[src/include/spcd_pkg.sv]
package spcd_pkg;
    // Port geometry
    localparam int           PORT_WIDTH      = 6;
    localparam int           REG_WIDTH       = 8;
    localparam int           ADDR_WIDTH      = 8;
    localparam int           INPUT_ONLY_BIT  = 3;

    // Register byte offsets
    localparam logic [7:0]   OFS_PINS        = 8'h00;
    localparam logic [7:0]   OFS_DIRECTION   = 8'h04;
    localparam logic [7:0]   OFS_LATCH       = 8'h08;
    localparam logic [7:0]   OFS_ANALOG      = 8'h0c;
    localparam logic [7:0]   OFS_PULLUP      = 8'h10;
    localparam logic [7:0]   OFS_RISE_EN     = 8'h14;
    localparam logic [7:0]   OFS_FALL_EN     = 8'h18;
    localparam logic [7:0]   OFS_CHANGE_FLAG = 8'h1c;
    localparam logic [7:0]   OFS_CHANGE_EN   = 8'h20;
    localparam logic [7:0]   OFS_CONTROL     = 8'h24;

    // Control register fields
    localparam int           CTL_PULLUP_DIS  = 0;
    localparam int           CTL_MASTER_CLEAR_PIN_EN     = 1;

    // Implemented bit masks
    localparam logic [5:0]   LATCH_MASK      = 6'h37;
    localparam logic [5:0]   ANALOG_MASK     = 6'h17;
    localparam logic [5:0]   INPUT_ONLY_MASK = 6'h08;

    // Values after reset
    localparam logic [5:0]   DIRECTION_RST   = 6'h3f;
    localparam logic [5:0]   ANALOG_RST      = 6'h17;
    localparam logic [5:0]   PULLUP_RST      = 6'h3f;
    localparam logic [5:0]   ZERO6           = 6'h00;
    localparam logic [1:0]   CONTROL_RST     = 2'h1;

    // Bus responses
    localparam logic [1:0]   RESP_OKAY       = 2'h0;
    localparam logic [1:0]   RESP_SLVERR     = 2'h2;

    // Register selects
    typedef enum logic [3:0] {
        SPCD_SEL_PINS   = 4'h0,
        SPCD_SEL_DIR    = 4'h1,
        SPCD_SEL_LATCH  = 4'h2,
        SPCD_SEL_ANALOG = 4'h3,
        SPCD_SEL_PULLUP = 4'h4,
        SPCD_SEL_RISE   = 4'h5,
        SPCD_SEL_FALL   = 4'h6,
        SPCD_SEL_FLAG   = 4'h7,
        SPCD_SEL_CHGEN  = 4'h8,
        SPCD_SEL_CTL    = 4'h9,
        SPCD_SEL_NONE   = 4'hf
    } spcd_sel_e;
endpackage : spcd_pkg

[src/hw/spcd_port.sv]
// Notes on behaviour
// - Direction 1 input, 0 drives latch value.
// - Input-only pin never drives, direction reads 1.
// - Pin read gives levels; pin write updates latch.
// - Port write samples pins, modifies, stores latch.
// - Master clear enabled: input-only pin reads 0.
// - Analog pin reads zero, input buffer off.
// - Analog disables input, pull-up, change detect.
// - Analog select leaves digital output unaffected.
// - Highest priority enabled function owns pin.
// - Analog select bits are 1 after reset.
// - Pull-up needs enable bit and global permission.
// - Output direction switches pull-up off.
// - Power-on reset disables all pull-ups globally.
// - Input-only pull-up follows master clear mode.
// - Per-pin change enable, off after power-on.
// - Mismatch against last read sets change flag.
// - Change event can wake device from sleep.
// - Mismatch keeps setting flag until port access.
// - Last-read latch survives master clear, brown-out.
// - Change during port access may be missed.
// - Unimplemented bits read zero; pin writes hit latch.
// - Latch read returns latch, not pins.
// - Rising/falling enables set per-pin edge flags.
//
// Added by the designer: the register offsets and register access over AXI4-Lite.
module spcd_port #(
    parameter int PORT_W = spcd_pkg::PORT_WIDTH
) (
    input  wire logic                          sys_clk,
    input  wire logic                          rst_n,
    input  wire logic                          softReset,
    // AXI4-Lite slave
    input  wire logic [spcd_pkg::ADDR_WIDTH-1:0] s_axi_awaddr,
    input  wire logic                          s_axi_awvalid,
    output logic                               s_axi_awready,
    input  wire logic [31:0]                   s_axi_wdata,
    input  wire logic [3:0]                    s_axi_wstrb,
    input  wire logic                          s_axi_wvalid,
    output logic                               s_axi_wready,
    output logic [1:0]                         s_axi_bresp,
    output logic                               s_axi_bvalid,
    input  wire logic                          s_axi_bready,
    input  wire logic [spcd_pkg::ADDR_WIDTH-1:0] s_axi_araddr,
    input  wire logic                          s_axi_arvalid,
    output logic                               s_axi_arready,
    output logic [31:0]                        s_axi_rdata,
    output logic [1:0]                         s_axi_rresp,
    output logic                               s_axi_rvalid,
    input  wire logic                          s_axi_rready,
    // Pads
    input  wire logic [PORT_W-1:0]             padIn,
    output logic [PORT_W-1:0]                  padOut,
    output logic [PORT_W-1:0]                  padOe,
    output logic [PORT_W-1:0]                  padPullup,
    // Peripherals sharing the pins, high then low priority
    input  wire logic [PORT_W-1:0]             periphHiEn,
    input  wire logic [PORT_W-1:0]             periphHiData,
    input  wire logic [PORT_W-1:0]             periphLoEn,
    input  wire logic [PORT_W-1:0]             periphLoData,
    // Interrupt controller side
    output logic                               changeIntFlag,
    input  wire logic                          changeIntClear,
    output logic                               wakeRequest
);

    // Byte offset to register select
    function automatic spcd_pkg::spcd_sel_e decodeSel(input logic [spcd_pkg::ADDR_WIDTH-1:0] addr);
        logic [7:0] a;
        a = {addr[7:2], 2'b00};
        case (a)
            spcd_pkg::OFS_PINS:        decodeSel = spcd_pkg::SPCD_SEL_PINS;
            spcd_pkg::OFS_DIRECTION:   decodeSel = spcd_pkg::SPCD_SEL_DIR;
            spcd_pkg::OFS_LATCH:       decodeSel = spcd_pkg::SPCD_SEL_LATCH;
            spcd_pkg::OFS_ANALOG:      decodeSel = spcd_pkg::SPCD_SEL_ANALOG;
            spcd_pkg::OFS_PULLUP:      decodeSel = spcd_pkg::SPCD_SEL_PULLUP;
            spcd_pkg::OFS_RISE_EN:     decodeSel = spcd_pkg::SPCD_SEL_RISE;
            spcd_pkg::OFS_FALL_EN:     decodeSel = spcd_pkg::SPCD_SEL_FALL;
            spcd_pkg::OFS_CHANGE_FLAG: decodeSel = spcd_pkg::SPCD_SEL_FLAG;
            spcd_pkg::OFS_CHANGE_EN:   decodeSel = spcd_pkg::SPCD_SEL_CHGEN;
            spcd_pkg::OFS_CONTROL:     decodeSel = spcd_pkg::SPCD_SEL_CTL;
            default:                   decodeSel = spcd_pkg::SPCD_SEL_NONE;
        endcase
    endfunction : decodeSel

    // Low byte lane merge with old value
    function automatic logic [5:0] laneMerge(input logic [5:0] oldVal, input logic [31:0] data,
                                             input logic [3:0] strb);
        laneMerge = strb[0] ? data[5:0] : oldVal;
    endfunction : laneMerge

    // Registers
    logic [5:0]                 direction_r;
    logic [5:0]                 latch_r;
    logic [5:0]                 analog_r;
    logic [5:0]                 pullupEn_r;
    logic [5:0]                 riseEn_r;
    logic [5:0]                 fallEn_r;
    logic [5:0]                 changeEn_r;
    logic [5:0]                 edgeFlag_r;
    logic [5:0]                 lastRead_r;
    logic [5:0]                 prevPins_r;
    logic [1:0]                 control_r;
    logic                       changeIntFlag_r;

    // Bus state
    logic                       awTaken_r;
    logic                       wTaken_r;
    logic [spcd_pkg::ADDR_WIDTH-1:0] awAddr_r;
    logic [31:0]                wData_r;
    logic [3:0]                 wStrb_r;
    logic                       bvalid_r;
    logic [1:0]                 bresp_r;
    logic                       rvalid_r;
    logic [31:0]                rdata_r;
    logic [1:0]                 rresp_r;

    logic                       wrFire;
    logic                       rdFire;
    spcd_pkg::spcd_sel_e        wrSel;
    spcd_pkg::spcd_sel_e        rdSel;
    logic [5:0]                 pinLevels;
    logic [5:0]                 edgeFlag_nxt;
    logic [5:0]                 mismatch;
    logic                       mismatchAny;
    logic                       edgeEvent;
    logic                       portAccess;
    logic                       pullupDisable;
    logic                       mclrEnable;

    assign pullupDisable = control_r[spcd_pkg::CTL_PULLUP_DIS];
    assign mclrEnable    = control_r[spcd_pkg::CTL_MASTER_CLEAR_PIN_EN];

    // Bus handshakes
    assign s_axi_awready = !awTaken_r && !bvalid_r;
    assign s_axi_wready  = !wTaken_r && !bvalid_r;
    assign s_axi_arready = !rvalid_r;
    assign s_axi_bvalid  = bvalid_r;
    assign s_axi_bresp   = bresp_r;
    assign s_axi_rvalid  = rvalid_r;
    assign s_axi_rdata   = rdata_r;
    assign s_axi_rresp   = rresp_r;
    assign wrFire        = awTaken_r && wTaken_r && !bvalid_r;
    assign rdFire        = s_axi_arvalid && s_axi_arready;
    assign wrSel         = decodeSel(awAddr_r);
    assign rdSel         = decodeSel(s_axi_araddr);

    // Digital pin levels seen by software
    // analog reads zero
    assign pinLevels = padIn & ~analog_r & ~(mclrEnable ? spcd_pkg::INPUT_ONLY_MASK : spcd_pkg::ZERO6);

    // Pad drive with output priority
    always_comb begin
        for (int i = 0; i < PORT_W; i++) begin
            if (periphHiEn[i]) begin
                padOut[i] = periphHiData[i];
            end else if (periphLoEn[i]) begin
                padOut[i] = periphLoData[i];
            end else begin
                padOut[i] = latch_r[i];
            end
            padOe[i] = periphHiEn[i] || periphLoEn[i] || !direction_r[i];
        end
        padOe[spcd_pkg::INPUT_ONLY_BIT] = 1'b0;
    end

    // Weak pull-ups
    always_comb begin
        padPullup = pullupEn_r & direction_r & ~analog_r & ~{PORT_W{pullupDisable}};
        padPullup[spcd_pkg::INPUT_ONLY_BIT] = mclrEnable;
    end

    // Change detection
    // mismatch against last read
    assign mismatch    = (pinLevels ^ lastRead_r) & changeEn_r & ~analog_r;
    assign mismatchAny = |mismatch;
    assign portAccess  = (rdFire && rdSel == spcd_pkg::SPCD_SEL_PINS) ||
                         (wrFire && wrSel == spcd_pkg::SPCD_SEL_PINS);
    assign edgeEvent   = |(edgeFlag_nxt & ~edgeFlag_r);

    // Per-pin edge flag next value
    always_comb begin
        edgeFlag_nxt = edgeFlag_r;
        if (wrFire && wrSel == spcd_pkg::SPCD_SEL_FLAG && wStrb_r[0]) begin
            edgeFlag_nxt = edgeFlag_r & wData_r[5:0];
        end
        edgeFlag_nxt = edgeFlag_nxt | (((pinLevels & ~prevPins_r & riseEn_r) |
                                        (~pinLevels & prevPins_r & fallEn_r)) & ~analog_r);
    end

    // Write address and data capture
    always_ff @(posedge sys_clk or negedge rst_n) begin
        if (!rst_n) begin
            awTaken_r <= 1'b0;
            wTaken_r  <= 1'b0;
            awAddr_r  <= '0;
            wData_r   <= 32'h0000_0000;
            wStrb_r   <= 4'h0;
        end else if (softReset || wrFire) begin
            awTaken_r <= 1'b0;
            wTaken_r  <= 1'b0;
        end else begin
            if (s_axi_awvalid && s_axi_awready) begin
                awTaken_r <= 1'b1;
                awAddr_r  <= s_axi_awaddr;
            end
            if (s_axi_wvalid && s_axi_wready) begin
                wTaken_r <= 1'b1;
                wData_r  <= s_axi_wdata;
                wStrb_r  <= s_axi_wstrb;
            end
        end
    end

    // Write response
    always_ff @(posedge sys_clk or negedge rst_n) begin
        if (!rst_n) begin
            bvalid_r <= 1'b0;
            bresp_r  <= spcd_pkg::RESP_OKAY;
        end else if (softReset) begin
            bvalid_r <= 1'b0;
        end else if (wrFire) begin
            bvalid_r <= 1'b1;
            bresp_r  <= (wrSel == spcd_pkg::SPCD_SEL_NONE) ? spcd_pkg::RESP_SLVERR : spcd_pkg::RESP_OKAY;
        end else if (s_axi_bready) begin
            bvalid_r <= 1'b0;
        end
    end

    // Read data path
    always_ff @(posedge sys_clk or negedge rst_n) begin
        if (!rst_n) begin
            rvalid_r <= 1'b0;
            rdata_r  <= 32'h0000_0000;
            rresp_r  <= spcd_pkg::RESP_OKAY;
        end else if (softReset) begin
            rvalid_r <= 1'b0;
        end else if (rdFire) begin
            rvalid_r <= 1'b1;
            rresp_r  <= spcd_pkg::RESP_OKAY;
            rdata_r  <= 32'h0000_0000;
            case (rdSel)
                spcd_pkg::SPCD_SEL_PINS:   rdata_r[5:0] <= pinLevels;
                spcd_pkg::SPCD_SEL_DIR:    rdata_r[5:0] <= direction_r | spcd_pkg::INPUT_ONLY_MASK;
                spcd_pkg::SPCD_SEL_LATCH:  rdata_r[5:0] <= latch_r & spcd_pkg::LATCH_MASK;
                spcd_pkg::SPCD_SEL_ANALOG: rdata_r[5:0] <= analog_r & spcd_pkg::ANALOG_MASK;
                spcd_pkg::SPCD_SEL_PULLUP: rdata_r[5:0] <= pullupEn_r;
                spcd_pkg::SPCD_SEL_RISE:   rdata_r[5:0] <= riseEn_r;
                spcd_pkg::SPCD_SEL_FALL:   rdata_r[5:0] <= fallEn_r;
                spcd_pkg::SPCD_SEL_FLAG:   rdata_r[5:0] <= edgeFlag_r;
                spcd_pkg::SPCD_SEL_CHGEN:  rdata_r[5:0] <= changeEn_r;
                spcd_pkg::SPCD_SEL_CTL:    rdata_r[1:0] <= control_r;
                default:                   rresp_r      <= spcd_pkg::RESP_SLVERR;
            endcase
        end else if (s_axi_rready) begin
            rvalid_r <= 1'b0;
        end
    end

    // Configuration registers, restored to reset values by every reset except latch_r, which soft reset keeps
    always_ff @(posedge sys_clk or negedge rst_n) begin
        if (!rst_n) begin
            direction_r <= spcd_pkg::DIRECTION_RST;
            latch_r     <= spcd_pkg::ZERO6;
            analog_r    <= spcd_pkg::ANALOG_RST;
            pullupEn_r  <= spcd_pkg::PULLUP_RST;
            riseEn_r    <= spcd_pkg::ZERO6;
            fallEn_r    <= spcd_pkg::ZERO6;
            changeEn_r  <= spcd_pkg::ZERO6;
            control_r   <= spcd_pkg::CONTROL_RST;
        end else if (softReset) begin
            direction_r <= spcd_pkg::DIRECTION_RST;
            analog_r    <= spcd_pkg::ANALOG_RST;
            pullupEn_r  <= spcd_pkg::PULLUP_RST;
            riseEn_r    <= spcd_pkg::ZERO6;
            fallEn_r    <= spcd_pkg::ZERO6;
            changeEn_r  <= spcd_pkg::ZERO6;
            control_r   <= spcd_pkg::CONTROL_RST;
        end else if (wrFire) begin
            case (wrSel)
                spcd_pkg::SPCD_SEL_PINS:   latch_r     <= laneMerge(pinLevels, wData_r, wStrb_r)
                                                          & spcd_pkg::LATCH_MASK;
                spcd_pkg::SPCD_SEL_LATCH:  latch_r     <= laneMerge(latch_r, wData_r, wStrb_r)
                                                          & spcd_pkg::LATCH_MASK;
                spcd_pkg::SPCD_SEL_DIR:    direction_r <= laneMerge(direction_r, wData_r, wStrb_r);
                spcd_pkg::SPCD_SEL_ANALOG: analog_r    <= laneMerge(analog_r, wData_r, wStrb_r)
                                                          & spcd_pkg::ANALOG_MASK;
                spcd_pkg::SPCD_SEL_PULLUP: pullupEn_r  <= laneMerge(pullupEn_r, wData_r, wStrb_r);
                spcd_pkg::SPCD_SEL_RISE:   riseEn_r    <= laneMerge(riseEn_r, wData_r, wStrb_r);
                spcd_pkg::SPCD_SEL_FALL:   fallEn_r    <= laneMerge(fallEn_r, wData_r, wStrb_r);
                spcd_pkg::SPCD_SEL_CHGEN:  changeEn_r  <= laneMerge(changeEn_r, wData_r, wStrb_r);
                spcd_pkg::SPCD_SEL_CTL: begin
                    if (wStrb_r[0]) begin
                        control_r <= wData_r[1:0];
                    end
                end
                default: begin
                end
            endcase
        end
    end

    // Last-read latch, power-on reset only
    always_ff @(posedge sys_clk or negedge rst_n) begin
        if (!rst_n) begin
            lastRead_r <= spcd_pkg::ZERO6;
        end else if (portAccess) begin
            lastRead_r <= pinLevels;
        end
    end

    // Edge flags and pin history
    always_ff @(posedge sys_clk or negedge rst_n) begin
        if (!rst_n) begin
            edgeFlag_r <= spcd_pkg::ZERO6;
            prevPins_r <= spcd_pkg::ZERO6;
        end else if (softReset) begin
            edgeFlag_r <= spcd_pkg::ZERO6;
            prevPins_r <= pinLevels;
        end else begin
            edgeFlag_r <= edgeFlag_nxt;
            prevPins_r <= pinLevels;
        end
    end

    // Summary change flag, set wins over clear
    always_ff @(posedge sys_clk or negedge rst_n) begin
        if (!rst_n) begin
            changeIntFlag_r <= 1'b0;
        end else if ((mismatchAny && !portAccess) || edgeEvent) begin
            changeIntFlag_r <= 1'b1;
        end else if (changeIntClear) begin
            changeIntFlag_r <= 1'b0;
        end
    end

    assign changeIntFlag = changeIntFlag_r;
    assign wakeRequest   = changeIntFlag_r;

    // Input-only pin never driven
    AST_INPUT_ONLY_NO_DRIVE:
    assert property (@(posedge sys_clk) disable iff (!rst_n) !padOe[spcd_pkg::INPUT_ONLY_BIT])
        else $error("input-only pin driven");

    // Plain output follows latch
    AST_DIR_OUTPUT_LATCH:
    assert property (@(posedge sys_clk) disable iff (!rst_n)
        (!direction_r[0] && !periphHiEn[0] && !periphLoEn[0]) |-> (padOe[0] && padOut[0] == latch_r[0]))
        else $error("output pin not following latch");

    // Analog pins read zero
    AST_ANALOG_READ_ZERO:
    assert property (@(posedge sys_clk) disable iff (!rst_n)
        (rdFire && rdSel == spcd_pkg::SPCD_SEL_PINS) |=> ((s_axi_rdata[5:0] & $past(analog_r)) == 6'h00))
        else $error("analog pin read nonzero");

    // Output pins have no pull-up
    AST_PULLUP_OFF_OUTPUT:
    assert property (@(posedge sys_clk) disable iff (!rst_n)
        ((padPullup & ~direction_r & ~spcd_pkg::INPUT_ONLY_MASK) == 6'h00))
        else $error("pull-up on output pin");

    // Master clear hides input-only pin
    AST_MASTER_CLEAR_PIN_READS_ZERO:
    assert property (@(posedge sys_clk) disable iff (!rst_n)
        (rdFire && rdSel == spcd_pkg::SPCD_SEL_PINS && mclrEnable) |=> !s_axi_rdata[3])
        else $error("input-only pin visible under master clear");

    // Persistent mismatch keeps flag set
    AST_MISMATCH_SETS_FLAG:
    assert property (@(posedge sys_clk) disable iff (!rst_n)
        (mismatchAny && !portAccess) |=> changeIntFlag ##0 wakeRequest)
        else $error("mismatch failed to set change flag");

    // Analog select restored by soft reset
    AST_ANALOG_AFTER_RESET:
    assert property (@(posedge sys_clk) disable iff (!rst_n)
        softReset |=> (analog_r == spcd_pkg::ANALOG_RST))
        else $error("analog select not set after reset");

    // High priority peripheral owns pin
    AST_PRIORITY_PIN:
    assert property (@(posedge sys_clk) disable iff (!rst_n)
        ((padOut & periphHiEn) == (periphHiData & periphHiEn)))
        else $error("peripheral priority violated");

    // Last-read latch survives soft reset
    AST_LASTREAD_KEPT:
    assert property (@(posedge sys_clk) disable iff (!rst_n)
        softReset |=> $stable(lastRead_r))
        else $error("last-read latch lost on soft reset");

    // Enabled rising edge sets its flag
    AST_RISE_SETS_FLAG:
    assert property (@(posedge sys_clk) disable iff (!rst_n)
        (riseEn_r[0] && !analog_r[0] && pinLevels[0] && !prevPins_r[0] && !softReset) |=> edgeFlag_r[0])
        else $error("rising edge flag not set");

endmodule : spcd_port

[config.mk]
export PLATFORM = sky130hd
export DESIGN_NAME = spcd_port
export DESIGN_NICKNAME = d
export VERILOG_FILES = /design/src/include/spcd_pkg.sv /design/src/hw/spcd_port.sv
export SDC_FILE = /design/constraint.sdc
export NUM_CORES = 1
export LEC_CHECK = 0
export BUFFER_PORTS_ARGS = -buffer_cell sky130_fd_sc_hd__buf_2
export CAP_MARGIN = 25
export CELL_PAD_IN_SITES_DETAIL_PLACEMENT = 0
export CELL_PAD_IN_SITES_GLOBAL_PLACEMENT = 1
export CORE_MARGIN = 2
export CORE_UTILIZATION = 35
export CTS_BUF_LIST = sky130_fd_sc_hd__clkbuf_16
export DETAILED_ROUTE_END_ITERATION = 7
export GPL_ROUTABILITY_DRIVEN = 0
export PLACE_DENSITY = 0.79
export SKIP_CTS_REPAIR_TIMING = 1
export SLEW_MARGIN = 10
export SYNTH_ARGS = -nofsm -noshare
export SYNTH_HDL_FRONTEND = slang
export SYNTH_SLANG_ARGS = --single-unit
[constraint.sdc]
create_clock -name sys_clk -period 1.45 [get_ports sys_clk]
set_input_delay 0.29 -clock sys_clk [delete_from_list [all_inputs] [get_ports sys_clk]]
set_output_delay 0.29 -clock sys_clk [all_outputs]
set_load 0.01 [all_outputs]
==> metrics.md <==
| Metric | Value |
|---|---|
| Switching Share | `27.9%` |
| Min Tclk post-route | `1.70 ns` |
| Layout area overhead | `35.7%` |
| Yosys top cell by area | `dfrtp_1` |
| Flop pwr share | `44.2%` |
| Max-slew violations | `0` |
| Filler instances | `1246` |
| Clock power share | `36.8%` |
| R2r startpoint | `awAddr_r[6]$_DFFE_PN0P_` |
| PortBufs | `89` |
| DRT Pass-1 Iters | `4` |
| Vias per std cell | `5.10` |
| First-pass GRT wire length | `21000 um` |
| Clock Latency Late Sink | `0.34 ns` |
| Crit share post-route | `117%` |
| FF+latch area | `2130 um2` |
| Switch Pwr | `1.69 mW` |
| RR Endpoint | `direction_r[5]$_DFFE_PN1P_` |
| Final hold viol count | `0` |
| Failing checks | `setup timing` |
| Synth cell count leaders | `dfrtp_1, nor2_1, nand2_1, buf_4, o21ai_0` |
| Initial antenna violation count | `0` |
| Unique masters post-synth | `56` |
| Total power | `6.06 mW` |
| Clk_skew | `0.0104 ns` |
| Remaining DRCs | `0` |
| Die Y | `120 um` |
| HPWL after DPL | `9920 um` |
| Final nets | `715` |
| CTS tree | `yes` |
| Top_reg_cell synth | `dfrtp_1` |
| Comb pwr share | `19.0%` |
| Avg WL per Cell | `16.9 um` |
| Max FO, Critical Path | `6` |
| Share of the synthesized area in the top cell type | `35.8%` |
| GRT overflow | `0` |
| Setup TNS | `-10.88 ns` |
| Post-route setup slack | `-0.253 ns` |
| Syn Area/Cell | `10.2 um2` |
| CTS HTree Levels | `3` |
| Int Pwr | `4.37 mW` |
| Status | `finished with violations` |
| Cell Count, Final, Fillers Out | `804` |
| Seq/Total Area, Yosys | `44.7%` |
| Top cells by area, synth | `dfrtp_1, dfstp_2, buf_4, mux2i_1, mux2_2` |
| Hold path start | `s_axi_rready` |
| Final core utilization | `48.7%` |
| Yosys reg bits | `84` |
| Hold path depth | `2` |
| Vias | `4100` |
| Multi-input gate area | `2550 um2` |
| Die ar. | `14500 um2` |
| Core area | `13200 um2` |
| Count leader, synth | `dfrtp_1` |
| Worst EP required | `1.71 ns` |
| Setup slack, reg-to-reg | `-0.25 ns` |
| CP endpoint kind | `flop` |
| Max cap viols | `0` |
| Setup violators final | `61` |
| WL final | `13600 um` |
| Num CTS Buffers | `9` |
| Pre-CTS setup slack | `-0.324 ns` |
| Hold EP | `s_axi_rvalid$_DFFE_PN0P_` |
| Syn Std Cell Area | `4750 um2` |
| First DRT Iteration DRCs | `266` |
| RSZ-0062 raised after global routing | `yes` |
| CTS Sinks | `84` |
| Cells on worst reg2reg path | `6` |
| CTS max path bufs | `2` |
| Number of placed I/O pins | `152` |
| Number of synthesized flops with an enable pin | `0` |
| Row Count | `42` |
| Ys async rst share | `100%` |
| Crit start category | `flop` |
| Post-route ant nets | `0` |
| Placed cell count | `781` |
| Worst vdd ir | `581 uV` |
| Antenna diodes | `0` |
| GRT Total Usage | `18.9%` |
| Power density over the cells | `941 nW/um2` |
| Worst Hold Class | `in2reg` |
| Crit path kind | `reg2reg` |
| Lkg Pwr | `3.27 nW` |
| Worst-path clk slew | `0.06 ns` |
| Share of layout cells above drive strength 1 | `42.4%` |
| Largest net degree at the start of global routing | `42` |
| Vias in the first global route | `3993` |
| Die Wd | `120 um` |
| Initial core utilization | `35.9%` |
| CTS root buf | `clkbuf_16` |
| Cells after Synth | `467` |
| CP arrival | `1.97 ns` |
| Peak Freq | `587 MHz` |
| YS warnings | `0` |
[power by group through the flow]
stage / Clock (mW) / Combinational, mW / Sequential, mW
6_report: 2.23 / 1.15 / 2.68
5_1_grt: 2.37 / 1.26 / 2.70
4_1_cts: 2.26 / 1.07 / 2.67
3_5_place_dp: 0 / 1.06 / 2.71
3_3_place_gp: 0 / 1.04 / 2.70
2_1_floorplan: 0 / 0.592 / 2.67
[worst max-delay path by stage]
stage	from	endpoint	cells past startpoint
global placement	s_axi_araddr[3]	s_axi_rdata[2]$_DFFE_PN0P_	5
detailed placement	awAddr_r[7]$_DFFE_PN0P_	direction_r[2]$_DFFE_PN1P_	6
finish	awAddr_r[6]$_DFFE_PN0P_	direction_r[5]$_DFFE_PN1P_	6
global route	awAddr_r[6]$_DFFE_PN0P_	riseEn_r[1]$_DFFE_PN0P_	7
CTS	direction_r[2]$_DFFE_PN1P_	padPullup[2]	2
floorplan	s_axi_bvalid$_DFFE_PN0P_	latch_r[0]$_DFFE_PN0P_	6
[cell type report]
class	instances	share of cell area, %
multi-input combinational	343	39.6
sequential	84	33.0
timing repair buffer	168	18.6
clock buffer	9	3.50
tap	176	3.42
inverter	18	1.05
clock inverter	6	0.874
[registers in the layout, summed over array words and instances, names as in the netlist, 2 cells and up]
name,count
awAddr_r,6
changeEn_r,6
edgeFlag_r,6
fallEn_r,6
lastRead_r,6
prevPins_r,6
pullupEn_r,6
riseEn_r,6
s_axi_rdata,6
wData_r,6
direction_r,5
latch_r,5
analog_r,4
control_r,2
[cells by family (layout without fill, tap and decap cells)]
group | Yosys count | after routing | share of synthesized area [%]
AOI/OAI and AO/OA | 87 | 87 | 12.5
other | 1 | 29 | 0.0790
xor gates and xnor gates | 6 | 6 | 1.11
muxes | 52 | 52 | 13.4
and+or+nand+nor | 169 | 169 | 20.0
DFF | 84 | 84 | 44.7
buffers and inverters | 68 | 201 | 8.32
[per-layer routing]
metal	global-route usage (%)	routed length [um]	vias up
met3	3.87	897	20
li1	-	-	1926
met4	5.67	201	0
met2	29.7	6440	158
met1	26.4	6070	1996
met5	0	0	-
[critical path: stages, from the launching register on]
cell	delay [ns]
dfrtp_1	0.40
buf_6	0.13
nor3b_4	0.33
and4_4	0.32
buf_6	0.14
nor2b_2	0.04
a211o_1	0.26
[through the flow]
stage	hold slack [ns]	instance area (um2)
after floorplan	-0.00559	4910
after global placement	0.237	5840
after detailed placement	0.238	5840
after CTS	-0.128	6120
after global routing	0.129	6440
final	0.124	6440
[layout by cell type, fill, tap and decap left out, types with 3 or more instances in the layout]
cell       netlist  layout
a221oi_2         0       5
buf_4           35      60
mux2_2          21      15
dfrtp_1         68      68
nor2_1          53      52
nand2_1         38      36
nor2b_2          0       3
and2_1           3       3
a211o_1         18      18
and3_1           4       4
nor2b_1         17      14
mux2i_1         24      21
clkinv_2         0       3
nand4_4          0       3
nand3b_1        12      12
nand4_1          4       4
mux2i_2          0       3
nor4bb_1         9       6
inv_1           18      17
buf_6            0      15
mux4_2           7       7
o21ai_0         28      19
nor4bb_4         0       3
conb_1           1      29
clkbuf_16        0       9
nand3_1          5       5
o21ai_2          0       4
a21oi_1         14      13
buf_2            7      84
o21ai_1          0       5
xor2_1           5       5
a31oi_1          3       3
mux2_4           0       6
buf_12           0       7
dfstp_2         16      15
Note: power is estimated with default switching activity, not from simulation.
